--- src/inc/bbs_params.svh ---
// constants of the formatted BCD add/sub and word decrement datapath
// included by the package, the interface and the design modules
`ifndef BBS_PARAMS_SVH
`define BBS_PARAMS_SVH

// ==========================================
// widths and sizes
`define BBS_DATA_W 32
`define BBS_WORD_W 16
`define BBS_WORD_N 16
`define BBS_BIT_N 256
`define BBS_BITW_N 8
`define BBS_DIGIT_N 8
`define BBS_FLAG_W 7

// ==========================================
// instruction operand limits
`define BBS_CNT_MIN 6'h01
`define BBS_CNT_MAX 6'h20
`define BBS_WORD_LIMIT 8'h10
`define BBS_DEC_STEP 16'h0001

// ==========================================
// register offsets (byte addresses)
`define BBS_OFS_ACC 8'h00
`define BBS_OFS_FLAG 8'h04
`define BBS_OFS_STAT 8'h08
`define BBS_OFS_RESULT 8'h0C
`define BBS_OFS_OPERAND 8'h10
`define BBS_BIT_SEL 3'h2
`define BBS_WORD_SEL 2'h2

// ==========================================
// reset values
`define BBS_ACC_RST 32'h00000000
`define BBS_FLAG_RST 7'h00

`endif

--- src/inc/bbs_pkg.sv ---
// types of the formatted BCD add/sub and word decrement datapath
// needs nothing but the constants header
`include "bbs_params.svh"
package bbs_pkg;

    // ==========================================
    // operations issued by the sequencer
    typedef enum logic [1:0] {
        BBS_OP_NONE = 2'h0,
        BBS_OP_WORD_DECREMENT = 2'h1,
        BBS_OP_BITRANGE_BCD_ADD = 2'h2,
        BBS_OP_BITRANGE_BCD_SUB = 2'h3
    } bbs_op_type;

    // ==========================================
    // sequencing states, gray along idle-calc-done
    typedef enum logic [1:0] {
        BBS_ST_IDLE = 2'h0,
        BBS_ST_CALC = 2'h1,
        BBS_ST_DONE = 2'h3
    } bbs_state_type;

    // ==========================================
    // status flags, bit 6 first
    typedef struct packed {
        logic invalidBcdFlag;
        logic negativeFlag;
        logic carry32Flag;
        logic carry16Flag;
        logic borrow32Flag;
        logic borrow16Flag;
        logic zeroResultFlag;
    } bbs_flags_type;

endpackage

--- src/inc/bbs_alu_if.sv ---
// carrier between the datapath top and its BCD adder
// one clockless bundle; both ends in the same clock domain
`timescale 1ns/1ps
`include "bbs_params.svh"
interface bbs_alu_if;
    logic [`BBS_DATA_W-1:0] augend;
    logic [`BBS_DATA_W-1:0] addend;
    logic subtract;
    logic [`BBS_DATA_W-1:0] result;
    logic carry16;
    logic carry32;
    logic invalidBcd;

    modport user (
        output augend,
        output addend,
        output subtract,
        input result,
        input carry16,
        input carry32,
        input invalidBcd
    );

    modport alu (
        input augend,
        input addend,
        input subtract,
        output result,
        output carry16,
        output carry32,
        output invalidBcd
    );
endinterface

--- src/verilog/bbs_arith_top.sv ---
// datapath for word decrement and bit-range BCD add/subtract
// assumes sequencer and software ports are synchronous to clk
//
// Design decisions made here: the strobed register port and the placing of the registers.
`timescale 1ns/1ps
`include "bbs_params.svh"
module bbs_arith_top (
    // clock and reset
    input logic clk,
    input logic rst_n,
    // instruction port from the sequencer
    input logic instStart,
    input bbs_pkg::bbs_op_type instOp,
    input logic [7:0] instSrcAddr,
    input logic [5:0] instBitCount,
    output logic instBusy,
    output logic instDone,
    output logic instReject,
    // register port
    input logic [7:0] regAddr,
    input logic [`BBS_DATA_W-1:0] regWrData,
    input logic regWrEn,
    input logic regRdEn,
    output logic [`BBS_DATA_W-1:0] regRdData,
    // accumulator and status bits
    output logic [`BBS_DATA_W-1:0] accValue,
    output logic zeroResultFlag,
    output logic borrow16Flag,
    output logic borrow32Flag,
    output logic carry16Flag,
    output logic carry32Flag,
    output logic negativeFlag,
    output logic invalidBcdFlag
);
    import bbs_pkg::*;

    // ==========================================
    // state
    bbs_state_type stateQ;
    bbs_state_type stateD;
    bbs_op_type opQ;
    logic [7:0] srcQ;
    logic [5:0] cntQ;
    logic rejectQ;
    logic [`BBS_DATA_W-1:0] accQ;
    logic [`BBS_DATA_W-1:0] accD;
    bbs_flags_type flagsQ;
    bbs_flags_type flagsD;
    logic [`BBS_DATA_W-1:0] resultQ;
    logic [`BBS_DATA_W-1:0] operandQ;
    logic [`BBS_DATA_W-1:0] rdDataQ;
    logic [`BBS_DATA_W-1:0] bitMemQ [`BBS_BITW_N];
    logic [`BBS_WORD_W-1:0] wordMemQ [`BBS_WORD_N];

    // ==========================================
    // register decode
    logic selAcc;
    logic selFlag;
    logic selStat;
    logic selResult;
    logic selOperand;
    logic selBit;
    logic selWord;
    logic [2:0] bitIdx;
    logic [3:0] wordIdx;
    logic accWrite;
    logic flagWrite;
    logic bitWrite;
    logic wordWrite;
    logic [`BBS_FLAG_W-1:0] flagClear;
    logic [`BBS_DATA_W-1:0] rdMux;

    assign selAcc = regAddr == `BBS_OFS_ACC;
    assign selFlag = regAddr == `BBS_OFS_FLAG;
    assign selStat = regAddr == `BBS_OFS_STAT;
    assign selResult = regAddr == `BBS_OFS_RESULT;
    assign selOperand = regAddr == `BBS_OFS_OPERAND;
    assign selBit = regAddr[7:5] == `BBS_BIT_SEL;
    assign selWord = regAddr[7:6] == `BBS_WORD_SEL;
    assign bitIdx = regAddr[4:2];
    assign wordIdx = regAddr[5:2];
    assign accWrite = regWrEn && selAcc;
    assign flagWrite = regWrEn && selFlag;
    assign bitWrite = regWrEn && selBit;
    assign wordWrite = regWrEn && selWord;
    assign flagClear = flagWrite ? regWrData[`BBS_FLAG_W-1:0] : `BBS_FLAG_RST;

    // ==========================================
    // instruction acceptance
    logic idle;
    logic isDec;
    logic isFmt;
    logic cntOk;
    logic addrOk;
    logic takeOk;
    logic accept;
    logic refuse;

    assign idle = stateQ == BBS_ST_IDLE;
    assign isDec = instOp == BBS_OP_WORD_DECREMENT;
    assign isFmt = instOp == BBS_OP_BITRANGE_BCD_ADD || instOp == BBS_OP_BITRANGE_BCD_SUB;
    // count outside one to thirty-two is refused, not clamped
    assign cntOk = instBitCount >= `BBS_CNT_MIN && instBitCount <= `BBS_CNT_MAX;
    assign addrOk = instSrcAddr < `BBS_WORD_LIMIT;
    assign takeOk = (isDec && addrOk) || (isFmt && cntOk);
    assign accept = idle && instStart && takeOk;
    assign refuse = idle && instStart && !takeOk;

    // ==========================================
    // operand gathering and BCD arithmetic
    logic [`BBS_BIT_N-1:0] bitVec;
    logic [`BBS_DATA_W-1:0] fmtOperand;
    logic calcNow;
    logic fmtNow;
    logic subNow;
    logic [`BBS_DATA_W-1:0] bcdSum;

    for (genvar w = 0; w < `BBS_BITW_N; w++) begin : g_bitvec
        assign bitVec[`BBS_DATA_W*w +: `BBS_DATA_W] = bitMemQ[w];
    end

    bbs_bit_gather u_gather (
        .bitVec(bitVec),
        .startBit(srcQ),
        .bitCount(cntQ),
        .operand(fmtOperand)
    );

    bbs_alu_if aluBus ();

    bbs_bcd_adder u_adder (
        .alu(aluBus.alu)
    );

    assign calcNow = stateQ == BBS_ST_CALC;
    assign subNow = opQ == BBS_OP_BITRANGE_BCD_SUB;
    assign fmtNow = calcNow && (opQ == BBS_OP_BITRANGE_BCD_ADD || subNow);
    assign aluBus.augend = accQ;
    assign aluBus.addend = fmtOperand;
    assign aluBus.subtract = subNow;
    assign bcdSum = aluBus.result;

    // ==========================================
    // word decrement
    logic decNow;
    logic [3:0] decIdx;
    logic [`BBS_WORD_W-1:0] decNew;

    assign decNow = calcNow && opQ == BBS_OP_WORD_DECREMENT;
    assign decIdx = srcQ[3:0];
    // binary wrap: zero decrements to all ones
    assign decNew = wordMemQ[decIdx] - `BBS_DEC_STEP;

    // ==========================================
    // next state
    always_comb begin
        case (stateQ)
            BBS_ST_IDLE: stateD = accept ? BBS_ST_CALC : BBS_ST_IDLE;
            BBS_ST_CALC: stateD = BBS_ST_DONE;
            BBS_ST_DONE: stateD = BBS_ST_IDLE;
            default: stateD = BBS_ST_IDLE;
        endcase
    end

    // ==========================================
    // accumulator: instruction result beats a same-cycle software write
    always_comb begin
        accD = accQ;
        if (accWrite) begin
            accD = regWrData;
        end
        if (fmtNow) begin
            accD = bcdSum;
        end
    end

    // ==========================================
    // flags: instruction rewrites only its own flags, and beats a clear
    always_comb begin
        flagsD = bbs_flags_type'(flagsQ & ~flagClear);
        if (calcNow) begin
            case (opQ)
                BBS_OP_WORD_DECREMENT: begin
                    flagsD.zeroResultFlag = decNew == '0;
                end
                BBS_OP_BITRANGE_BCD_ADD: begin
                    flagsD.zeroResultFlag = bcdSum == '0;
                    flagsD.carry16Flag = aluBus.carry16;
                    flagsD.carry32Flag = aluBus.carry32;
                    flagsD.negativeFlag = 1'b0;
                    flagsD.invalidBcdFlag = aluBus.invalidBcd;
                end
                BBS_OP_BITRANGE_BCD_SUB: begin
                    flagsD.zeroResultFlag = bcdSum == '0;
                    flagsD.borrow16Flag = !aluBus.carry16;
                    flagsD.borrow32Flag = !aluBus.carry32;
                    // result left in ten's complement when below zero
                    flagsD.negativeFlag = !aluBus.carry32;
                    flagsD.invalidBcdFlag = aluBus.invalidBcd;
                end
                default: begin
                    flagsD = flagsD;
                end
            endcase
        end
    end

    // ==========================================
    // sequencing registers
    always_ff @(posedge clk) begin
        if (!rst_n) begin
            stateQ <= BBS_ST_IDLE;
            rejectQ <= 1'b0;
        end else begin
            stateQ <= stateD;
            rejectQ <= refuse;
        end
    end

    // operands are latched so later port changes cannot disturb the calc cycle
    always_ff @(posedge clk) begin
        if (!rst_n) begin
            opQ <= BBS_OP_NONE;
            srcQ <= 8'h00;
            cntQ <= 6'h00;
        end else if (accept) begin
            opQ <= instOp;
            srcQ <= instSrcAddr;
            cntQ <= instBitCount;
        end
    end

    always_ff @(posedge clk) begin
        if (!rst_n) begin
            accQ <= `BBS_ACC_RST;
            flagsQ <= bbs_flags_type'(`BBS_FLAG_RST);
        end else begin
            accQ <= accD;
            flagsQ <= flagsD;
        end
    end

    // last result and last formatted operand, for software inspection
    always_ff @(posedge clk) begin
        if (!rst_n) begin
            resultQ <= 32'h00000000;
            operandQ <= 32'h00000000;
        end else if (fmtNow) begin
            resultQ <= bcdSum;
            operandQ <= fmtOperand;
        end else if (decNow) begin
            resultQ <= {16'h0000, decNew};
        end
    end

    // ==========================================
    // discrete bit and word storage
    always_ff @(posedge clk) begin
        if (!rst_n) begin
            bitMemQ <= '{default: 32'h00000000};
        end else if (bitWrite) begin
            bitMemQ[bitIdx] <= regWrData;
        end
    end

    // decrement write-back comes last so it wins on the same word
    always_ff @(posedge clk) begin
        if (!rst_n) begin
            wordMemQ <= '{default: 16'h0000};
        end else begin
            if (wordWrite) begin
                wordMemQ[wordIdx] <= regWrData[`BBS_WORD_W-1:0];
            end
            if (decNow) begin
                wordMemQ[decIdx] <= decNew;
            end
        end
    end

    // ==========================================
    // read port: data stand one cycle after the strobe, zero otherwise
    assign rdMux = selAcc ? accQ :
                   selFlag ? {25'h0000000, flagsQ} :
                   selStat ? {27'h0000000, opQ, stateQ, instBusy} :
                   selResult ? resultQ :
                   selOperand ? operandQ :
                   selBit ? bitMemQ[bitIdx] :
                   selWord ? {16'h0000, wordMemQ[wordIdx]} :
                   32'h00000000;

    always_ff @(posedge clk) begin
        if (!rst_n) begin
            rdDataQ <= 32'h00000000;
        end else begin
            rdDataQ <= regRdEn ? rdMux : 32'h00000000;
        end
    end

    // ==========================================
    // outputs
    assign instBusy = !idle;
    assign instDone = stateQ == BBS_ST_DONE;
    assign instReject = rejectQ;
    assign regRdData = rdDataQ;
    assign accValue = accQ;
    assign zeroResultFlag = flagsQ.zeroResultFlag;
    assign borrow16Flag = flagsQ.borrow16Flag;
    assign borrow32Flag = flagsQ.borrow32Flag;
    assign carry16Flag = flagsQ.carry16Flag;
    assign carry32Flag = flagsQ.carry32Flag;
    assign negativeFlag = flagsQ.negativeFlag;
    assign invalidBcdFlag = flagsQ.invalidBcdFlag;

endmodule

--- src/verilog/bbs_bcd_adder.sv ---
// eight-digit packed BCD adder/subtractor
// subtracts by nines complement plus carry in; carry out low means borrow
`timescale 1ns/1ps
`include "bbs_params.svh"
module bbs_bcd_adder (
    // operands and results
    bbs_alu_if.alu alu
);
    logic [`BBS_DIGIT_N:0] carryChain;
    logic [`BBS_DIGIT_N-1:0] badDigit;
    wire [`BBS_DATA_W-1:0] sumWord;

    assign carryChain[0] = alu.subtract;

    // ==========================================
    // one decimal digit per stage
    for (genvar g = 0; g < `BBS_DIGIT_N; g++) begin : g_digit
        logic [3:0] aDig;
        logic [3:0] bDig;
        logic [3:0] bEff;
        logic [4:0] raw;
        logic [4:0] fixed;
        logic adjust;
        assign aDig = alu.augend[4*g +: 4];
        assign bDig = alu.addend[4*g +: 4];
        assign bEff = alu.subtract ? 4'h9 - bDig : bDig;
        assign raw = {1'b0, aDig} + {1'b0, bEff} + {4'h0, carryChain[g]};
        assign adjust = raw > 5'h09;
        assign fixed = raw + 5'h06;
        assign sumWord[4*g +: 4] = adjust ? fixed[3:0] : raw[3:0];
        assign carryChain[g+1] = adjust;
        assign badDigit[g] = (aDig > 4'h9) | (bDig > 4'h9);
    end

    assign alu.result = sumWord;
    assign alu.carry16 = carryChain[4];
    assign alu.carry32 = carryChain[`BBS_DIGIT_N];
    assign alu.invalidBcd = |badDigit;
endmodule

--- src/verilog/bbs_bit_gather.sv ---
// forms the formatted operand from a run of discrete bits
// purely combinational; the caller checks the count range
`timescale 1ns/1ps
`include "bbs_params.svh"
module bbs_bit_gather (
    // discrete bit image
    input logic [`BBS_BIT_N-1:0] bitVec,
    // run selection
    input logic [7:0] startBit,
    input logic [5:0] bitCount,
    // packed operand
    output logic [`BBS_DATA_W-1:0] operand
);
    logic [`BBS_BIT_N-1:0] shifted;

    // ==========================================
    // align start bit to bit 0, zero above count
    assign shifted = bitVec >> startBit;

    for (genvar i = 0; i < `BBS_DATA_W; i++) begin : g_bit
        assign operand[i] = shifted[i] & (6'(i) < bitCount);
    end
endmodule
--- config.mk ---
export PLATFORM = sky130hd
export DESIGN_NAME = bbs_arith_top
export DESIGN_NICKNAME = d
export VERILOG_FILES = /design/src/inc/bbs_pkg.sv /design/src/inc/bbs_alu_if.sv /design/src/verilog/bbs_arith_top.sv /design/src/verilog/bbs_bcd_adder.sv /design/src/verilog/bbs_bit_gather.sv
export VERILOG_INCLUDE_DIRS = /design/src /design/src/inc
export SDC_FILE = /design/constraint.sdc
export NUM_CORES = 2
export LEC_CHECK = 0
export ABC_AREA = 1
export BUFFER_PORTS_ARGS = -buffer_cell sky130_fd_sc_hd__buf_2
export CAP_MARGIN = 5
export CORE_ASPECT_RATIO = 1.1
export CORE_MARGIN = 2
export CORE_UTILIZATION = 25
export CTS_BUF_LIST = sky130_fd_sc_hd__clkbuf_8 sky130_fd_sc_hd__clkbuf_16
export DETAILED_ROUTE_END_ITERATION = 7
export HOLD_SLACK_MARGIN = 0.06
export PLACE_DENSITY = 0.41
export SYNTH_ARGS = -nofsm -noshare
export SYNTH_HDL_FRONTEND = slang
export SYNTH_SLANG_ARGS = --single-unit
--- constraint.sdc ---
create_clock -name clk -period 34.9 [get_ports clk]
set_input_delay 8.725 -clock clk [delete_from_list [all_inputs] [get_ports clk]]
set_output_delay 8.725 -clock clk [all_outputs]
set_load 0.05 [all_outputs]
---- Word level (Yosys, flattened, before mapping) ----
Index checks and enable logic that the tools add are counted.
storage, ports and cells
  register bits ........................... 666
  latch bits .............................. 0
  bits in writable memories ............... 0
  ROM bits ................................ 0
  input bits .............................. 61
  output and inout port bits .............. 74
  logic and storage cells ................. 285
  memories ................................ 0
cells by class
  $add $sub $neg .......................... 33
  multipliers ............................. 0
  divide/modulo/power cells ............... 0
  order comparisons ....................... 65
  equal/unequal tests ..................... 14
  shifts and indexed selects .............. 1
  multiplexer cells ....................... 56
  bitwise gates (word level) .............. 45
  reductions and logical operators ........ 31
operators with widths
  cell                                                                         count
  256-bit bitwise mux                                                          3
  256-bit two-way mux                                                          3
  32-bit two-way mux                                                           13
  256-bit by 8-bit >> shifter with 32-bit output                               1
  16-bit binary-select mux with 4-bit select                                   2
  16-bit demux with 4-bit select                                               2
  16-bit two-way mux                                                           7
  32-bit binary-select mux with 3-bit select                                   1
  32-bit demux with 3-bit select                                               1
  5-bit by 6-bit less-than comparator with 1-bit output, first input constant  16
  4-bit > comparator, second input constant                                    16
  4-bit two-way mux                                                            16
  4-bit by 6-bit less-than comparator with 1-bit output, first input constant  8
  4-bit by 4-bit adder with 5-bit output                                       8
  5-bit by 1-bit adder with 5-bit output                                       8
  5-bit by 4-bit > comparator with 1-bit output, second input constant         8
  4-bit by 3-bit adder with 4-bit output, second input constant                8
  1-bit bitwise AND                                                            32
  32-bit zero test                                                             1
  4-bit subtractor, first input constant                                       8
  3-bit by 6-bit less-than comparator with 1-bit output, first input constant  4
  8-bit by 4-bit equality test with 1-bit output, second input constant        2
  16-bit zero test                                                             1
  16-bit by 1-bit subtractor with 16-bit output, second input constant         1
  33 further kinds                                                             75

---- Depth between registers and ports, before layout ----
  depth after elaboration ................. 25
  mapped depth ............................ 104
  mapped depth without buffers ............ 101

---- Hierarchy ----
Synthesis repeated with hierarchy kept, for this count alone.
unflattened totals
  cell total of the unflattened synthesis .. 8,766
  area, all modules ....................... 52,036.2 µm²
by module, submodules not included
  module          instances  cells an instance  area an instance (µm²)  seq. area each (µm²)
  bbs_arith_top   1          4,640              32,910.3                13,332.8
  bbs_bit_gather  1          3,728              16,555.9                0.0
  bbs_bcd_adder   1          398                2,570.0                 0.0

---- Least setup slack after synthesis ----
Ideal clock, no wire load.
  path type ............................... register to register
  from .................................... register srcQ[0]
  to ...................................... register flagsQ, in the netlist zeroResultFlag
  setup time .............................. 0.061 ns
  arrival time ............................ 16.518 ns
  data required time ...................... 34.839 ns
  slack ................................... 18.321 ns
  stages on the path, launching flop included .. 98
  buffers on the path ..................... 4
  period minus slack after synthesis ...... 16.579 ns
  cell sequence ........................... dfxtp_1 buf_6 inv_4 buf_4 buf_2 buf_2 nand2_1 nand3_1 o21ai_0 mux2i_1 mux2i_1 or2_2 o2111ai_1 nand3_1 nand2_1 o21ai_1 ha_1 nand2_1 (+62 left out) fa_1 xnor2_1 ha_1 inv_1 o211ai_1 nand2_1 mux2i_1 nor3_1 nand3_1 nor2_1 nand3_1 nor2_1 nand3_1 nor2_1 nand2_1 nand2_1 nand2_1 nand2_1
on the way
  longest elaborated chain between the ends .. 25
  elaborated cells between the ends (all ways) .. 98
  those cells by class .................... add/sub: 33; order compare: 8; shift: 1; mux: 21; bitwise: 33; reduce/logical: 2
ends and longest elaborated chain
  what                                                                                                     RTL line                                    text
  from (decl)                                                                                              bbs_arith_top.sv:42                         logic [7:0] srcQ;
  from (signal assigned)                                                                                   bbs_arith_top.sv:228                        srcQ <= instSrcAddr;
  256-bit by 8-bit >> shifter with 32-bit output                                                           bbs_bit_gather.sv:18                        assign shifted = bitVec >> startBit;
  1-bit bitwise AND                                                                                        bbs_bit_gather.sv:21                        assign operand[i] = shifted[i] & (6'(i) < bitCount);
  4-bit subtractor                                                                                         bbs_bcd_adder.sv:26                         assign bEff = alu.subtract ? 4'h9 - bDig : bDig;
  4-bit two-way mux                                                                                        bbs_bcd_adder.sv:26
  4-bit by 4-bit adder with 5-bit output                                                                   bbs_bcd_adder.sv:27                         assign raw = {1'b0, aDig} + {1'b0, bEff} + {4'h0, carryChain[g]};
  5-bit by 1-bit adder with 5-bit output                                                                   bbs_bcd_adder.sv:27
  5-bit by 4-bit > comparator with 1-bit output                                                            bbs_bcd_adder.sv:28                         assign adjust = raw > 5'h09;
  5-bit by 1-bit adder with 5-bit output                                                                   bbs_bcd_adder.sv:27
  (+9 left out)                                                                                            -
  5-bit by 1-bit adder with 5-bit output                                                                   bbs_bcd_adder.sv:27
  5-bit by 4-bit > comparator with 1-bit output                                                            bbs_bcd_adder.sv:28
  5-bit by 1-bit adder with 5-bit output                                                                   bbs_bcd_adder.sv:27
  4-bit by 3-bit adder with 4-bit output or 5-bit by 4-bit > comparator with 1-bit output (tied branches)  bbs_bcd_adder.sv:29, bbs_bcd_adder.sv:28
  4-bit two-way mux                                                                                        bbs_bcd_adder.sv:30                         assign sumWord[4*g +: 4] = adjust ? fixed[3:0] : raw[3:0];
  32-bit zero test                                                                                         bbs_arith_top.sv:187, bbs_arith_top.sv:194
  1-bit one-hot mux with 2 select lines (*)                                                                bbs_arith_top.sv:182                        case (opQ)
  7-bit two-way mux (*)                                                                                    bbs_arith_top.sv:181                        if (calcNow) begin
  to (signal assigned)                                                                                     bbs_arith_top.sv:236                        flagsQ <= bbs_flags_type'(`BBS_FLAG_RST);
  to (signal assigned)                                                                                     bbs_arith_top.sv:239                        flagsQ <= flagsD;
  to (decl)                                                                                                bbs_arith_top.sv:47                         bbs_flags_type flagsQ;
Mark *: on every way between the ends. The rest lies on a longest branch, timed or not. The select of a mux whose other input is x is not followed.
A chain may end at the register's enable or synchronous reset.

---- Worst setup path after layout ----
Same ends and word-level chain as after synthesis.

==> summary.txt <==
Yosys
  – Yosys top cell area share: between 20% and 30%
  – Yosys cell types: 63
  – Number of synthesized flops with an enable pin: 0
  – FFs w/ async S/R, synth: 0%
  – Synth Cell Area: 49500 µm²
  – Largest area contributor in the netlist: dfxtp_1
  – Average size of a mapped cell: 6.35 µm²
  – Syn Nets: 7924
  – Top FF cell, synth: dfxtp_1
  – FF+latch count, synth: 666
  – Post-synthesis sequential area ratio: 26.9%
  – Synth warn: 0
  – Post-synth top cells: nand2_1 (1593), o21ai_0 (1087), nand3_1 (713)
  – Post-Syn Instances: 7799
  – Top-count cell post-synth: nand2_1
  – Largest cells by area after synthesis: dfxtp_1 (27%), nand2_1 (12%), o21ai_0 (11%), nand3_1 (7.2%), a21oi_1 (6.7%)

Timing
  – Final hold violations: 0
  – Tightest Pin Transition: 1.50 ns
  – Setup Total Neg Slack: 0 ns
  – Tcrit/Tclk final: a little over 60%
  – Max Slew Vio Count: 0
  – Clock Skews: 0.0419 ns
  – FMAX: 46.1 MHz
  – Final setup violation count: 0
  – RSZ-0062 raised after global routing: false
  – Worst slew margin: 0.0166%
  – Minimum clock period: 21.68 ns

GRT
  – Vias in the first global route: 54800
  – Largest net degree at the start of global routing: about 230
  – Antenna violations before repair: 18
  – Residual overflow from global routing: 0
  – First-pass GRT wire length: 425000 µm
  – GRT Resource Usage Total: 29.0%

Final layout
  – Final core occ: 28.0%
  – Proportion of layout cells with a drive suffix above 1: around 7.5%
  – Area Overhead vs Synth: 11.6%
  – Multi-input gate area in the final layout: 30900 µm²
  – # fillers: 22200
  – Register area: 13400 µm²
  – Final #Nets: 7612

Worst setup path
  – CP endpoint kind: flip-flop
  – Critical path class: flip-flop to flip-flop
  – Critical path peak fanout: 103
  – Slowest Stage Delay on Critical Path: roughly 0.92 ns
  – Most used cell, CP: nand2_1
  – CP required: 35.58 ns
  – Crit path DAT: 22.36 ns
  – Critical Path Slowest Stage Cell: buf_4
  – Critical Path Start Type: flip-flop

Clock tree
  – CTS tree: done
  – Clock root buffer master: clkbuf_16
  – CTS Buf Count: 86
  – Clock buffer depth: 3
  – Clk_lat worst skew: 0.75 ns
  – H-Tree Depth: 3
  – Postcts setup bufs: 0
  – Cts repair resizes: 0
  – Clk sink count: 666
  – Hold buffer count at cts: 0
  – Clock-pin slew on the worst setup and hold paths: 0.06 ns

Detailed routing
  – Vias per inst: ~5.7
  – # DRC: 0
  – ANT nets after route: 0
  – Drt wl/cell: ~30 µm
  – Final WL: 304000 µm
  – Starting DRT DRC Count: 6492
  – Drt first pass iters: 6
  – Via count: a little under 60000

Placed design
  – Final GP Congestion: 0.988
  – Dpl hpwl: between 200000 and 250000 µm
  – # port buffers: 134

Floorplanning
  – I/O pins: 135
  – Die Y-Extent: 471 µm
  – Core area: 197000 µm²
  – Die width: 428 µm
  – Die Area: around 200000 µm²
  – Cell row count: 171
  – Starting Density: 25.1%

Pwr
  – Pleak: 22.8 nW
  – Pwr dens: ~40 nW/µm²
  – Max VDD drop: 35.0 µV

Job
  – Max-cap violation count: 0

Outcome
  – Status: finished clean

Hold path
  – HP Class: flip-flop to flip-flop
[layout by cell type (no fill, tap or decap), drive strengths merged, types with 135 or more instances in the layout]
cell type | netlist | layout
a21oi | 664 | 664
nand3 | 714 | 714
o211ai | 251 | 251
nand2 | 1598 | 1598
a22oi | 135 | 135
mux2i | 143 | 143
o221ai | 147 | 147
nor2 | 307 | 307
o21ai | 1116 | 1116
dfxtp | 666 | 666
inv | 694 | 711
buf | 231 | 286
[worst max-delay path, delay by kind of cell, from the launching register on]
| family | cells | cell delay, ns |
|---|---|---|
| flops | 1 | 0.79 |
| buf+inv | 10 | 2.28 |
| compound gates | 14 | 2.65 |
| simple gates | 37 | 4.65 |
| xor+xnor | 7 | 1.82 |
| fa+ha+maj | 23 | 8.67 |
| mux | 3 | 0.59 |
[flip-flops by register name (all words and copies together) (netlist names), 2 cells and up]
name       flops
regRdData     32
opQ            2
srcQ           8
accValue      32
bitMemQ      256
cntQ           6
resultQ       32
wordMemQ     256
operandQ      32
stateQ         2
[power breakdown]
| part | switching (W) | leakage [nW] | internal, W |
|---|---|---|---|
| clock | 0.000418 | 1.58 | 0.000590 |
| sequential | 0.0000113 | 5.37 | 0.000767 |
| combinational | 0.000358 | 15.9 | 0.000103 |
[final cells by class]
| class | instances | area share, % |
|---|---|---|
| Timing Repair Buffer | 286 | 3.45 |
| Tap cell | 2595 | 5.88 |
| Sequential cell | 666 | 24.2 |
| Clock buffer | 106 | 4.43 |
| Inverter | 708 | 4.87 |
| Clock inverter | 53 | 1.22 |
| Antenna cell | 4 | 0.0181 |
| Multi-Input combinational cell | 5739 | 56.0 |
[per-layer routing]
layer	wire, µm	up-vias	GRT usage, %	share of wire (%)
met2	137000	2571	46.8	45
met4	24700	8	20.2	8.1
met1	123000	28200	35.5	40
met5	50	-	0	0.016
met3	19700	616	4.00	6.5
li1	-	26700	-	-
[worst paths after layout]
kind / start / end / slack [ns] / cells after the start
max reg2reg: srcQ[0] / zeroResultFlag / 13.22 / 94
max: srcQ[0] / zeroResultFlag / 13.22 / 94
min: resultQ[28] / resultQ[28] / 0.46 / 2
min reg2reg: resultQ[28] / resultQ[28] / 0.46 / 2
[cells by family (layout without fill, tap and decap cells)]
| group | count (synthesis) | count (layout) | share of synthesized area (%) |
|---|---|---|---|
| xor gates and xnor gates | 46 | 46 | 0.889 |
| DFF | 666 | 666 | 26.9 |
| AOI/OAI and AO/OA | 2741 | 2741 | 33.0 |
| buffers and inverters | 1394 | 1153 | 11.1 |
| other | 0 | 4 | 0 |
| muxes | 143 | 143 | 2.89 |
| and+or+nand+nor | 2745 | 2745 | 23.3 |
| adders and majority gates | 64 | 64 | 1.84 |
[metrics by stage]
stage	setup slack [ns]	total power, W	hold slack (ns)	instances	area [µm²]
after floorplan	18.32	0.00105	0.436	7799	49500
final	13.22	0.00225	0.464	10200	55300
after detailed placement	13.69	0.00124	0.453	9993	52100
after CTS	13.59	0.00224	0.462	10200	55200
after global routing	11.55	0.00231	0.478	10200	55300
after global placement	13.78	0.00124	0.451	9993	52100
Power figures use the tool's default switching activity.
